$ cat config.mk
export PLATFORM = sky130hd
export DESIGN_NAME = stk_unit
export DESIGN_NICKNAME = d
export VERILOG_FILES = /design/src/core/stk_pkg.sv /design/src/core/stk_unit.sv
export SDC_FILE = /design/constraint.sdc
export NUM_CORES = 1
export LEC_CHECK = 0
export ABC_AREA = 1
export BUFFER_PORTS_ARGS = -buffer_cell sky130_fd_sc_hd__buf_4
export CAP_MARGIN = 20
export CELL_PAD_IN_SITES_DETAIL_PLACEMENT = 1
export CELL_PAD_IN_SITES_GLOBAL_PLACEMENT = 1
export CORE_UTILIZATION = 28
export DETAILED_ROUTE_END_ITERATION = 8
export MAX_ROUTING_LAYER = met4
export PLACE_DENSITY_LB_ADDON = 0.12
export SETUP_SLACK_MARGIN = 0.3
export SYNTH_ARGS = -nofsm -noshare
export SYNTH_HDL_FRONTEND = slang
export SYNTH_SLANG_ARGS = --single-unit
$ cat constraint.sdc
create_clock -name pclk -period 5.7 [get_ports pclk]
set_input_delay 0.57 -clock pclk [delete_from_list [all_inputs] [get_ports pclk]]
set_output_delay 0.57 -clock pclk [all_outputs]
set_load 0.01 [all_outputs]
$ cat src/core/stk_pkg.sv
package stk_pkg;

  // register byte offsets on the bus
  localparam logic [11:0] STK_CTRL_OFS = 12'h000;
  localparam logic [11:0] STK_SEL_OFS = 12'h004;
  localparam logic [11:0] STK_PTR_OFS = 12'h008;
  localparam logic [11:0] STK_STAT_OFS = 12'h00C;
  localparam logic [11:0] STK_LAST_OFS = 12'h010;

  // control register field positions
  localparam int STK_CTRL_CODE_D_BIT = 0;
  localparam int STK_CTRL_STACK_B_BIT = 1;

  // values after reset
  localparam logic [31:0] STK_PTR_RST = 32'h0000_0000;
  localparam logic [15:0] STK_SEL_RST = 16'h0000;
  localparam logic STK_CODE_D_RST = 1'b0;
  localparam logic STK_STACK_B_RST = 1'b0;

  // pointer steps in bytes for narrow and wide code segments
  localparam logic [31:0] STK_STEP_NARROW = 32'h0000_0002;
  localparam logic [31:0] STK_STEP_WIDE = 32'h0000_0004;

  // highest address a 16-bit stack access may form
  localparam logic [31:0] STK_ADDR16_MAX = 32'h0000_FFFF;

  // operations offered by the execution pipeline
  typedef enum logic [3:0] {
    STK_OP_PUSH,
    STK_OP_PUSH_SEL,
    STK_OP_POP,
    STK_OP_CALL,
    STK_OP_RET,
    STK_OP_FRAME_SETUP,
    STK_OP_FRAME_TEARDOWN,
    STK_OP_LOAD_SEL,
    STK_OP_LOAD_PTR,
    STK_OP_LOAD_FAR
  } stk_op_t;

  // where a popped item goes besides the response
  typedef enum logic [1:0] {
    STK_DEST_NONE,
    STK_DEST_SEL,
    STK_DEST_PTR
  } stk_dest_t;

  // one request from the pipeline
  typedef struct packed {
    stk_op_t op;
    stk_dest_t dest;
    logic addr_prefix;
    logic [31:0] data;
    logic [15:0] sel;
    logic [15:0] imm;
    logic [31:0] expl_addr;
  } stk_req_t;

  // one memory access toward the stack segment
  typedef struct packed {
    logic we;
    logic wide;
    logic [15:0] seg;
    logic [31:0] addr;
    logic [31:0] wdata;
  } stk_mem_t;

endpackage

$ cat src/core/stk_unit.sv
`timescale 1ns/1ns
module stk_unit (
  input wire logic pclk,
  input wire logic presetn,
  input wire logic [11:0] paddr,
  input wire logic psel,
  input wire logic penable,
  input wire logic pwrite,
  input wire logic [31:0] pwdata,
  output logic pready,
  output logic [31:0] prdata,
  output logic pslverr,
  input wire logic req_valid,
  input wire stk_pkg::stk_req_t req,
  output logic req_ready,
  output logic resp_valid,
  output logic [31:0] resp_data,
  output logic [31:0] expl_addr,
  output logic expl_addr_32,
  output logic mem_valid,
  output stk_pkg::stk_mem_t mem,
  input wire logic mem_ready,
  input wire logic [31:0] mem_rdata,
  output logic [15:0] stack_sel,
  output logic [31:0] stack_ptr
);
  import stk_pkg::*;

  typedef enum logic [1:0] {
    STK_ST_IDLE,
    STK_ST_WRITE,
    STK_ST_READ
  } stk_state_t;

  stk_state_t state_reg; // sequencer state
  stk_op_t op_reg; // operation in flight
  stk_dest_t dest_reg; // destination of a pop in flight
  logic [15:0] imm_reg; // release or frame size in flight
  logic [31:0] sp_reg; // full stack pointer
  logic [15:0] ss_reg; // stack segment selector
  logic code_d_reg; // code segment size flag
  logic stack_b_reg; // stack segment size flag
  logic [31:0] last_addr_reg; // last stack address driven
  logic [31:0] step; // push/pop step in bytes
  logic [31:0] push_sp; // pointer after a plain push
  logic [31:0] sel_sp; // pointer after a selector push
  logic [31:0] sel_lo; // two bytes below the pointer, before rounding
  logic [31:0] tear_sp; // pointer loaded from the frame base at teardown, before the pop
  logic apb_wr; // write access phase
  logic apb_rd; // read access phase
  logic apb_hit; // address maps to a register
  logic accept; // pipeline request taken

  // add a signed delta; narrow stacks wrap inside the low half
  function automatic logic [31:0] sp_adj(input logic [31:0] sp,
                                         input logic [31:0] delta,
                                         input logic wide_addr);
    logic [15:0] lo;
    lo = sp[15:0] + delta[15:0];
    if (wide_addr) begin
      sp_adj = sp + delta;
    end else begin
      sp_adj = {sp[31:16], lo};
    end
  endfunction

  // top-of-stack address formed from the pointer
  function automatic logic [31:0] tos_addr(input logic [31:0] sp,
                                           input logic wide_addr);
    if (wide_addr) begin
      tos_addr = sp;
    end else begin
      tos_addr = sp & STK_ADDR16_MAX;
    end
  endfunction

  // load a value into the pointer with the current address size
  function automatic logic [31:0] sp_load(input logic [31:0] sp,
                                          input logic [31:0] val,
                                          input logic wide_addr);
    if (wide_addr) begin
      sp_load = val;
    end else begin
      sp_load = {sp[31:16], val[15:0]};
    end
  endfunction

  // step size follows the code segment flag, not the stack flag
  assign step = code_d_reg ? STK_STEP_WIDE :
                STK_STEP_NARROW;
  assign push_sp = sp_adj(sp_reg, -step, stack_b_reg);
  // selector push with the wide code segment flag takes a whole dword slot; the function
  // result is held in a net first since it cannot be part-selected
  assign sel_lo = sp_adj(sp_reg, -STK_STEP_NARROW, stack_b_reg);
  assign sel_sp = code_d_reg ? {sel_lo[31:2], 2'b00} : push_sp;
  assign tear_sp = sp_load(sp_reg, req.data, stack_b_reg);

  assign apb_wr = psel && penable && pwrite;
  assign apb_rd = psel && penable && !pwrite;
  assign apb_hit = (paddr == STK_CTRL_OFS) || (paddr == STK_SEL_OFS) ||
                   (paddr == STK_PTR_OFS) || (paddr == STK_STAT_OFS) ||
                   (paddr == STK_LAST_OFS);

  // stall the pipeline while software writes, so a bus write and a request are never taken in the same cycle
  assign req_ready = (state_reg == STK_ST_IDLE) && !apb_wr;
  assign accept = req_valid && req_ready;
  assign pready = 1'b1;
  assign pslverr = psel && penable && !apb_hit;
  assign stack_sel = ss_reg;
  assign stack_ptr = sp_reg;

  // register reads; unmapped and reserved bits read zero
  always_comb begin
    prdata = 32'h0000_0000;
    if (apb_rd) begin
      case (paddr)
        STK_CTRL_OFS: begin
          prdata[STK_CTRL_CODE_D_BIT] = code_d_reg;
          prdata[STK_CTRL_STACK_B_BIT] = stack_b_reg;
        end
        STK_SEL_OFS: prdata = {16'h0000, ss_reg};
        STK_PTR_OFS: prdata = sp_reg;
        STK_STAT_OFS: prdata = {28'h000_0000, op_reg == STK_OP_PUSH_SEL,
                                state_reg == STK_ST_READ,
                                state_reg == STK_ST_WRITE,
                                state_reg != STK_ST_IDLE};
        STK_LAST_OFS: prdata = last_addr_reg;
        default: prdata = 32'h0000_0000;
      endcase
    end
  end

  // size flags are software controlled
  always_ff @(posedge pclk or negedge presetn) begin
    if (!presetn) begin
      code_d_reg <= STK_CODE_D_RST;
      stack_b_reg <= STK_STACK_B_RST;
    end else if (apb_wr && paddr == STK_CTRL_OFS) begin
      code_d_reg <= pwdata[STK_CTRL_CODE_D_BIT];
      stack_b_reg <= pwdata[STK_CTRL_STACK_B_BIT];
    end
  end

  // explicit operand address size is independent of the stack size
  always_ff @(posedge pclk or negedge presetn) begin
    if (!presetn) begin
      expl_addr <= 32'h0000_0000;
      expl_addr_32 <= 1'b0;
    end else if (accept) begin
      expl_addr_32 <= code_d_reg ^ req.addr_prefix;
      expl_addr <= (code_d_reg ^ req.addr_prefix) ? req.expl_addr :
                   (req.expl_addr & STK_ADDR16_MAX);
    end
  end

  // selector register: bus moves, pipeline loads and pops
  always_ff @(posedge pclk or negedge presetn) begin
    if (!presetn) begin
      ss_reg <= STK_SEL_RST;
    end else if (apb_wr && paddr == STK_SEL_OFS) begin
      ss_reg <= pwdata[15:0];
    end else if (accept && (req.op == STK_OP_LOAD_SEL ||
                            req.op == STK_OP_LOAD_FAR)) begin
      ss_reg <= req.sel;
    end else if (state_reg == STK_ST_READ && mem_ready &&
                 dest_reg == STK_DEST_SEL) begin
      ss_reg <= mem_rdata[15:0];
    end
  end

  // stack pointer; no alignment is checked anywhere
  always_ff @(posedge pclk or negedge presetn) begin
    if (!presetn) begin
      sp_reg <= STK_PTR_RST;
    end else if (apb_wr && paddr == STK_PTR_OFS) begin
      sp_reg <= pwdata;
    end else if (accept) begin
      case (req.op)
        STK_OP_PUSH, STK_OP_CALL, STK_OP_FRAME_SETUP: begin
          sp_reg <= push_sp;
        end
        STK_OP_PUSH_SEL: sp_reg <= sel_sp;
        STK_OP_FRAME_TEARDOWN: sp_reg <= tear_sp;
        STK_OP_LOAD_PTR, STK_OP_LOAD_FAR: begin
          sp_reg <= sp_load(sp_reg, req.data, stack_b_reg);
        end
        default: sp_reg <= sp_reg;
      endcase
    end else if (state_reg == STK_ST_WRITE && mem_ready &&
                 op_reg == STK_OP_FRAME_SETUP) begin
      // room for locals is reserved only after the base is stored
      sp_reg <= sp_adj(sp_reg, -{16'h0000, imm_reg}, stack_b_reg);
    end else if (state_reg == STK_ST_READ && mem_ready) begin
      if (dest_reg == STK_DEST_PTR) begin
        sp_reg <= sp_load(sp_reg, mem_rdata, stack_b_reg);
      end else if (op_reg == STK_OP_RET) begin
        sp_reg <= sp_adj(sp_reg, step + {16'h0000, imm_reg},
                         stack_b_reg);
      end else begin
        sp_reg <= sp_adj(sp_reg, step, stack_b_reg);
      end
    end
  end

  // sequencer: pointer first on push, memory first on pop
  always_ff @(posedge pclk or negedge presetn) begin
    if (!presetn) begin
      state_reg <= STK_ST_IDLE;
      op_reg <= STK_OP_PUSH;
      dest_reg <= STK_DEST_NONE;
      imm_reg <= 16'h0000;
    end else begin
      case (state_reg)
        STK_ST_IDLE: begin
          if (accept) begin
            op_reg <= req.op;
            dest_reg <= req.dest;
            imm_reg <= req.imm;
            case (req.op)
              STK_OP_PUSH, STK_OP_PUSH_SEL, STK_OP_CALL,
              STK_OP_FRAME_SETUP: begin
                state_reg <= STK_ST_WRITE;
              end
              STK_OP_POP, STK_OP_RET, STK_OP_FRAME_TEARDOWN: begin
                state_reg <= STK_ST_READ;
              end
              default: state_reg <= STK_ST_IDLE;
            endcase
          end
        end
        STK_ST_WRITE: begin
          if (mem_ready) begin
            state_reg <= STK_ST_IDLE;
          end
        end
        STK_ST_READ: begin
          if (mem_ready) begin
            state_reg <= STK_ST_IDLE;
          end
        end
        default: state_reg <= STK_ST_IDLE;
      endcase
    end
  end

  // memory request; segment is always the stack selector
  always_ff @(posedge pclk or negedge presetn) begin
    if (!presetn) begin
      mem_valid <= 1'b0;
      mem <= '0;
      last_addr_reg <= 32'h0000_0000;
    end else if (accept) begin
      mem.seg <= ss_reg;
      mem.wide <= code_d_reg;
      mem.wdata <= (req.op == STK_OP_PUSH_SEL) ?
                   {16'h0000, req.sel} : req.data;
      case (req.op)
        STK_OP_PUSH, STK_OP_CALL, STK_OP_FRAME_SETUP: begin
          mem_valid <= 1'b1;
          mem.we <= 1'b1;
          mem.addr <= tos_addr(push_sp, stack_b_reg);
          last_addr_reg <= tos_addr(push_sp, stack_b_reg);
        end
        STK_OP_PUSH_SEL: begin
          mem_valid <= 1'b1;
          mem.we <= 1'b1;
          mem.addr <= tos_addr(sel_sp, stack_b_reg);
          last_addr_reg <= tos_addr(sel_sp, stack_b_reg);
        end
        STK_OP_POP, STK_OP_RET: begin
          mem_valid <= 1'b1;
          mem.we <= 1'b0;
          mem.addr <= tos_addr(sp_reg, stack_b_reg);
          last_addr_reg <= tos_addr(sp_reg, stack_b_reg);
        end
        STK_OP_FRAME_TEARDOWN: begin
          mem_valid <= 1'b1;
          mem.we <= 1'b0;
          mem.addr <= tos_addr(tear_sp, stack_b_reg);
          last_addr_reg <= tos_addr(tear_sp, stack_b_reg);
        end
        default: mem_valid <= 1'b0;
      endcase
    end else if (mem_valid && mem_ready) begin
      mem_valid <= 1'b0;
    end
  end

  // completion pulse; popped data is handed back with it
  always_ff @(posedge pclk or negedge presetn) begin
    if (!presetn) begin
      resp_valid <= 1'b0;
      resp_data <= 32'h0000_0000;
    end else begin
      resp_valid <= 1'b0;
      if (accept && (req.op == STK_OP_LOAD_SEL ||
                     req.op == STK_OP_LOAD_PTR ||
                     req.op == STK_OP_LOAD_FAR)) begin
        resp_valid <= 1'b1;
      end else if (state_reg == STK_ST_WRITE && mem_ready) begin
        resp_valid <= 1'b1;
      end else if (state_reg == STK_ST_READ && mem_ready) begin
        resp_valid <= 1'b1;
        resp_data <= mem_rdata;
      end
    end
  end

endmodule // stk_unit

==> metrics.csv <==
stage;metric;value;unit
status;status;complete, no violations;
floorplanning;die_h;264.1;um
timing;worst_slew_pin_slew;1049;ps
drt;first_pass_iters;5;
logic_synthesis;yosysMostFrequentCell;nand2_1;
critical_path;start_kind;flop;
layout;largest_register;mem;
global_routing;grt_pass1_wl;156.5;mm
pwr;pwr-share-seq;23.7;%
drt;drc;0;
placement;gp_congestion;0.9461;
cts;cts_resized;0;
timing;period_share;80.91;%
layout;area_delta_synth_final;25.53;%
timing;fin_ws;1088;ps
cts;post_cts_buffers;0;
layout;drive_above_1_share;19.39;%
logic_synthesis;seq_area_frac_synth;29.02;%
floorplanning;start_util;28.48;%
critical_path;worstPathArrival;5080;ps
logic_synthesis;synth_nets;3216;
drt;viasPerCell;5.359;
logic_synthesis;synth_common_cells;809 x nand2_1, 299 x inv_1, 279 x o21ai_0, 257 x nor2_1, 223 x dfrtp_1;
drt;routedWlPerCell;25.27;um
logic_synthesis;synth_area;19230;um^2
logic_synthesis;synth_cell_types;64;
layout;nFillCells;8593;
global_routing;grt_max_degree;131;
timing;maxSlewHeadroom;29.99;%
logic_synthesis;ys_seq_elements;223;
logic_synthesis;avgSynthCellArea;6.481;um^2
layout;nets;3559;
pwr;ir_drop;240.1;uV
critical_path;crit_slowest_cell;dfrtp_1;
timing;rsz0062_at_grt;no;
placement;dp_hpwl;84.07;mm
logic_synthesis;ys_warn_count;0;
layout;antenna_cells;0;
critical_path;crit_chain;inv_1, ha_1, a21oi_1, nor4_1, nand3_1, nor3_1, xor2_1, inv_1, ha_1, a21oi_1, nand2_1, a21oi_1, nand2_1, a21oi_1, xor2_1, o21ai_0, a21oi_1, nor2_1, nor2_1;
pwr;p_clk_share;15.5;%
timing;setup_viol;0;
global_routing;grt_overflow;0;
floorplanning;num_io_pins;418;
pwr;p_per_area;591.6;nW/um^2
pwr;p_leak;11.46;nW
critical_path;path_common_cell;a21oi_1;
cts;numClockSinks;223;
cts;cts_tree;done;
cts;cts-root-buf;clkbuf_16;
global_routing;antenna_found_initial;0;
cts;clockBufferDepth;3;
drt;drt_iter0_drc;1568;
pwr;power_switching;0.007650;W
critical_path;worstPathMaxFanout;4;
critical_path;cp_slowest_stage_delay;450;ps
logic_synthesis;async_flop_share;100.0;%
logic_synthesis;synth_edf_count;0;
critical_path;crit_type;flop to flop;
critical_path;required;6160;ps
timing;finalClockSkew;28.13;ps
floorplanning;die_w;264.1;um
cts;cts_inserted_buffers;34;
floorplanning;die-area;69730;um^2
timing;fin_crit;4612;ps
timing;finalMaxSlewViolations;0;
pwr;power_frac_comb;60.8;%
critical_path;rr_worst_depth;19;
placement;port_buffers;416;
cts;clkTransAtPathRegs;60;ps
cts;insertion_delay;560;ps
drt;num_vias;22530;
drt;drt-total-wl;106.2;mm
pwr;p_int;0.006630;W
global_routing;grt_pass1_vias;23210;
critical_path;endpoint_kind;flop;
pwr;switching_share;53.57;%
global_routing;track_usage;30.79;%
run;drv_cap;0;
timing;setup_tns;0;ps
logic_synthesis;ys_top_cells_by_area;dfrtp_1 29%, nand2_1 16%, o21ai_0 7.3%;
logic_synthesis;synth_cells;2967;
hold_path;hp-class;input pin to asynchronous set/reset pin;
cts;ctsHoldBuffers;0;
floorplanning;rows;95;
cts;h-tree-depth;2;
logic_synthesis;synth_top_cell_by_area;dfrtp_1;
timing;hold_viol;0;
logic_synthesis;synth_top_area_share;29.02;%
timing;hold_slack;4.525;ps
logic_synthesis;synthFlopType;dfrtp_1;
timing;fmax;0.2168;GHz
layout;largest_reg_flops;50;
floorplanning;core;67510;um^2
drt;postRouteAntennaNets;0;
placement;pre_cts_ws;1152;ps
worst max-delay path, delay by kind of cell, from the launching register on:
kind / cells / cell delay [ps]
XOR/XNOR: 2 / 340
AND/OR/NAND/NOR: 7 / 1620
adder cells (fa/ha/maj): 2 / 600
buffers and inverters: 2 / 320
flip-flops: 1 / 450
AO/OA/AOI/OAI: 6 / 1160
final timing paths:
| path | start | end | slack [ps] |
|---|---|---|---|
| hold reg to reg | expl_addr[2] | expl_addr[2] | 480 |
| setup / recovery | code_d_reg | stack_ptr[21] | 1090 |
| max in group asynchronous | presetn | stack_ptr[27] | 4370 |
| min in group pclk | req[11] | expl_addr[11] | 200 |
| hold / removal | presetn | expl_addr[25] | 5 |
| setup reg to reg | code_d_reg | stack_ptr[21] | 1090 |
placed cells by master, fill, tap and decap left out, drive strengths merged, types with 49 or more instances in the layout:
master and n:
dfrtp 223, o21ai 319, xor2 71, a21oi 196, nand3 189, nor3 49
nor2 300, ha 59, buf 446, nand2 831, inv 335
per-stage QoR:
stage / total power (W) / cell area, um^2 / util [%] / std cells
final: 0.01428 / 24140 / 35.75 / 4204
after global placement: 0.01183 / 23000 / 34.06 / 4146
after detailed placement: 0.01200 / 23010 / 34.09 / 4147
after global routing: 0.01526 / 24140 / 35.75 / 4204
after floorplan: 0.008094 / 19230 / - / 2967
after CTS: 0.01428 / 24140 / 35.75 / 4204
power by group through the flow:
stage / clock network (W) / registers [W] / logic (W)
CTS: 0.00226 / 0.00336 / 0.00866
global route: 0.00230 / 0.00346 / 0.00950
global placement: 0 / 0.00335 / 0.00848
detailed placement: 0 / 0.00338 / 0.00862
floorplan: 0 / 0.00316 / 0.00494
finish: 0.00221 / 0.00339 / 0.00868
area by class of cell:
type                    instances  area [um^2]  area share (%)
multi-input cells            2263        11670           48.34
flip-flops and latches        223         5580           23.12
repair buffers                446         3376           13.99
inverters                     342         1296           5.370
well taps                     873         1092           4.525
clock buffers                  43        925.9           3.836
clock inverters                14        198.9          0.8242
cell families (layout without fill, tap and decap cells):
group,count (synthesis),after routing,share of synthesized area (%)
AND/OR/NAND/NOR,1419,1419,31.98
AO/OA/AOI/OAI,693,693,20.24
buffers and inverters,481,845,10.37
flip-flops,223,223,29.02
XOR/XNOR,75,75,3.416
adder cells (fa/ha/maj),63,63,4.255
multiplexers,12,12,0.7027
other,1,1,0.01950
metal layers:
metal	track usage (%)	wire length, um	vias to the layer above	part of all wire [%]
met3	2.936	4820	137	4.5
met1	40.02	47730	11230	45
li1	-	-	10460	-
met2	50.73	50710	708	48
met5	-	0	-	0
met4	8.721	2988	0	2.8
Power figures use the tool's default switching activity.
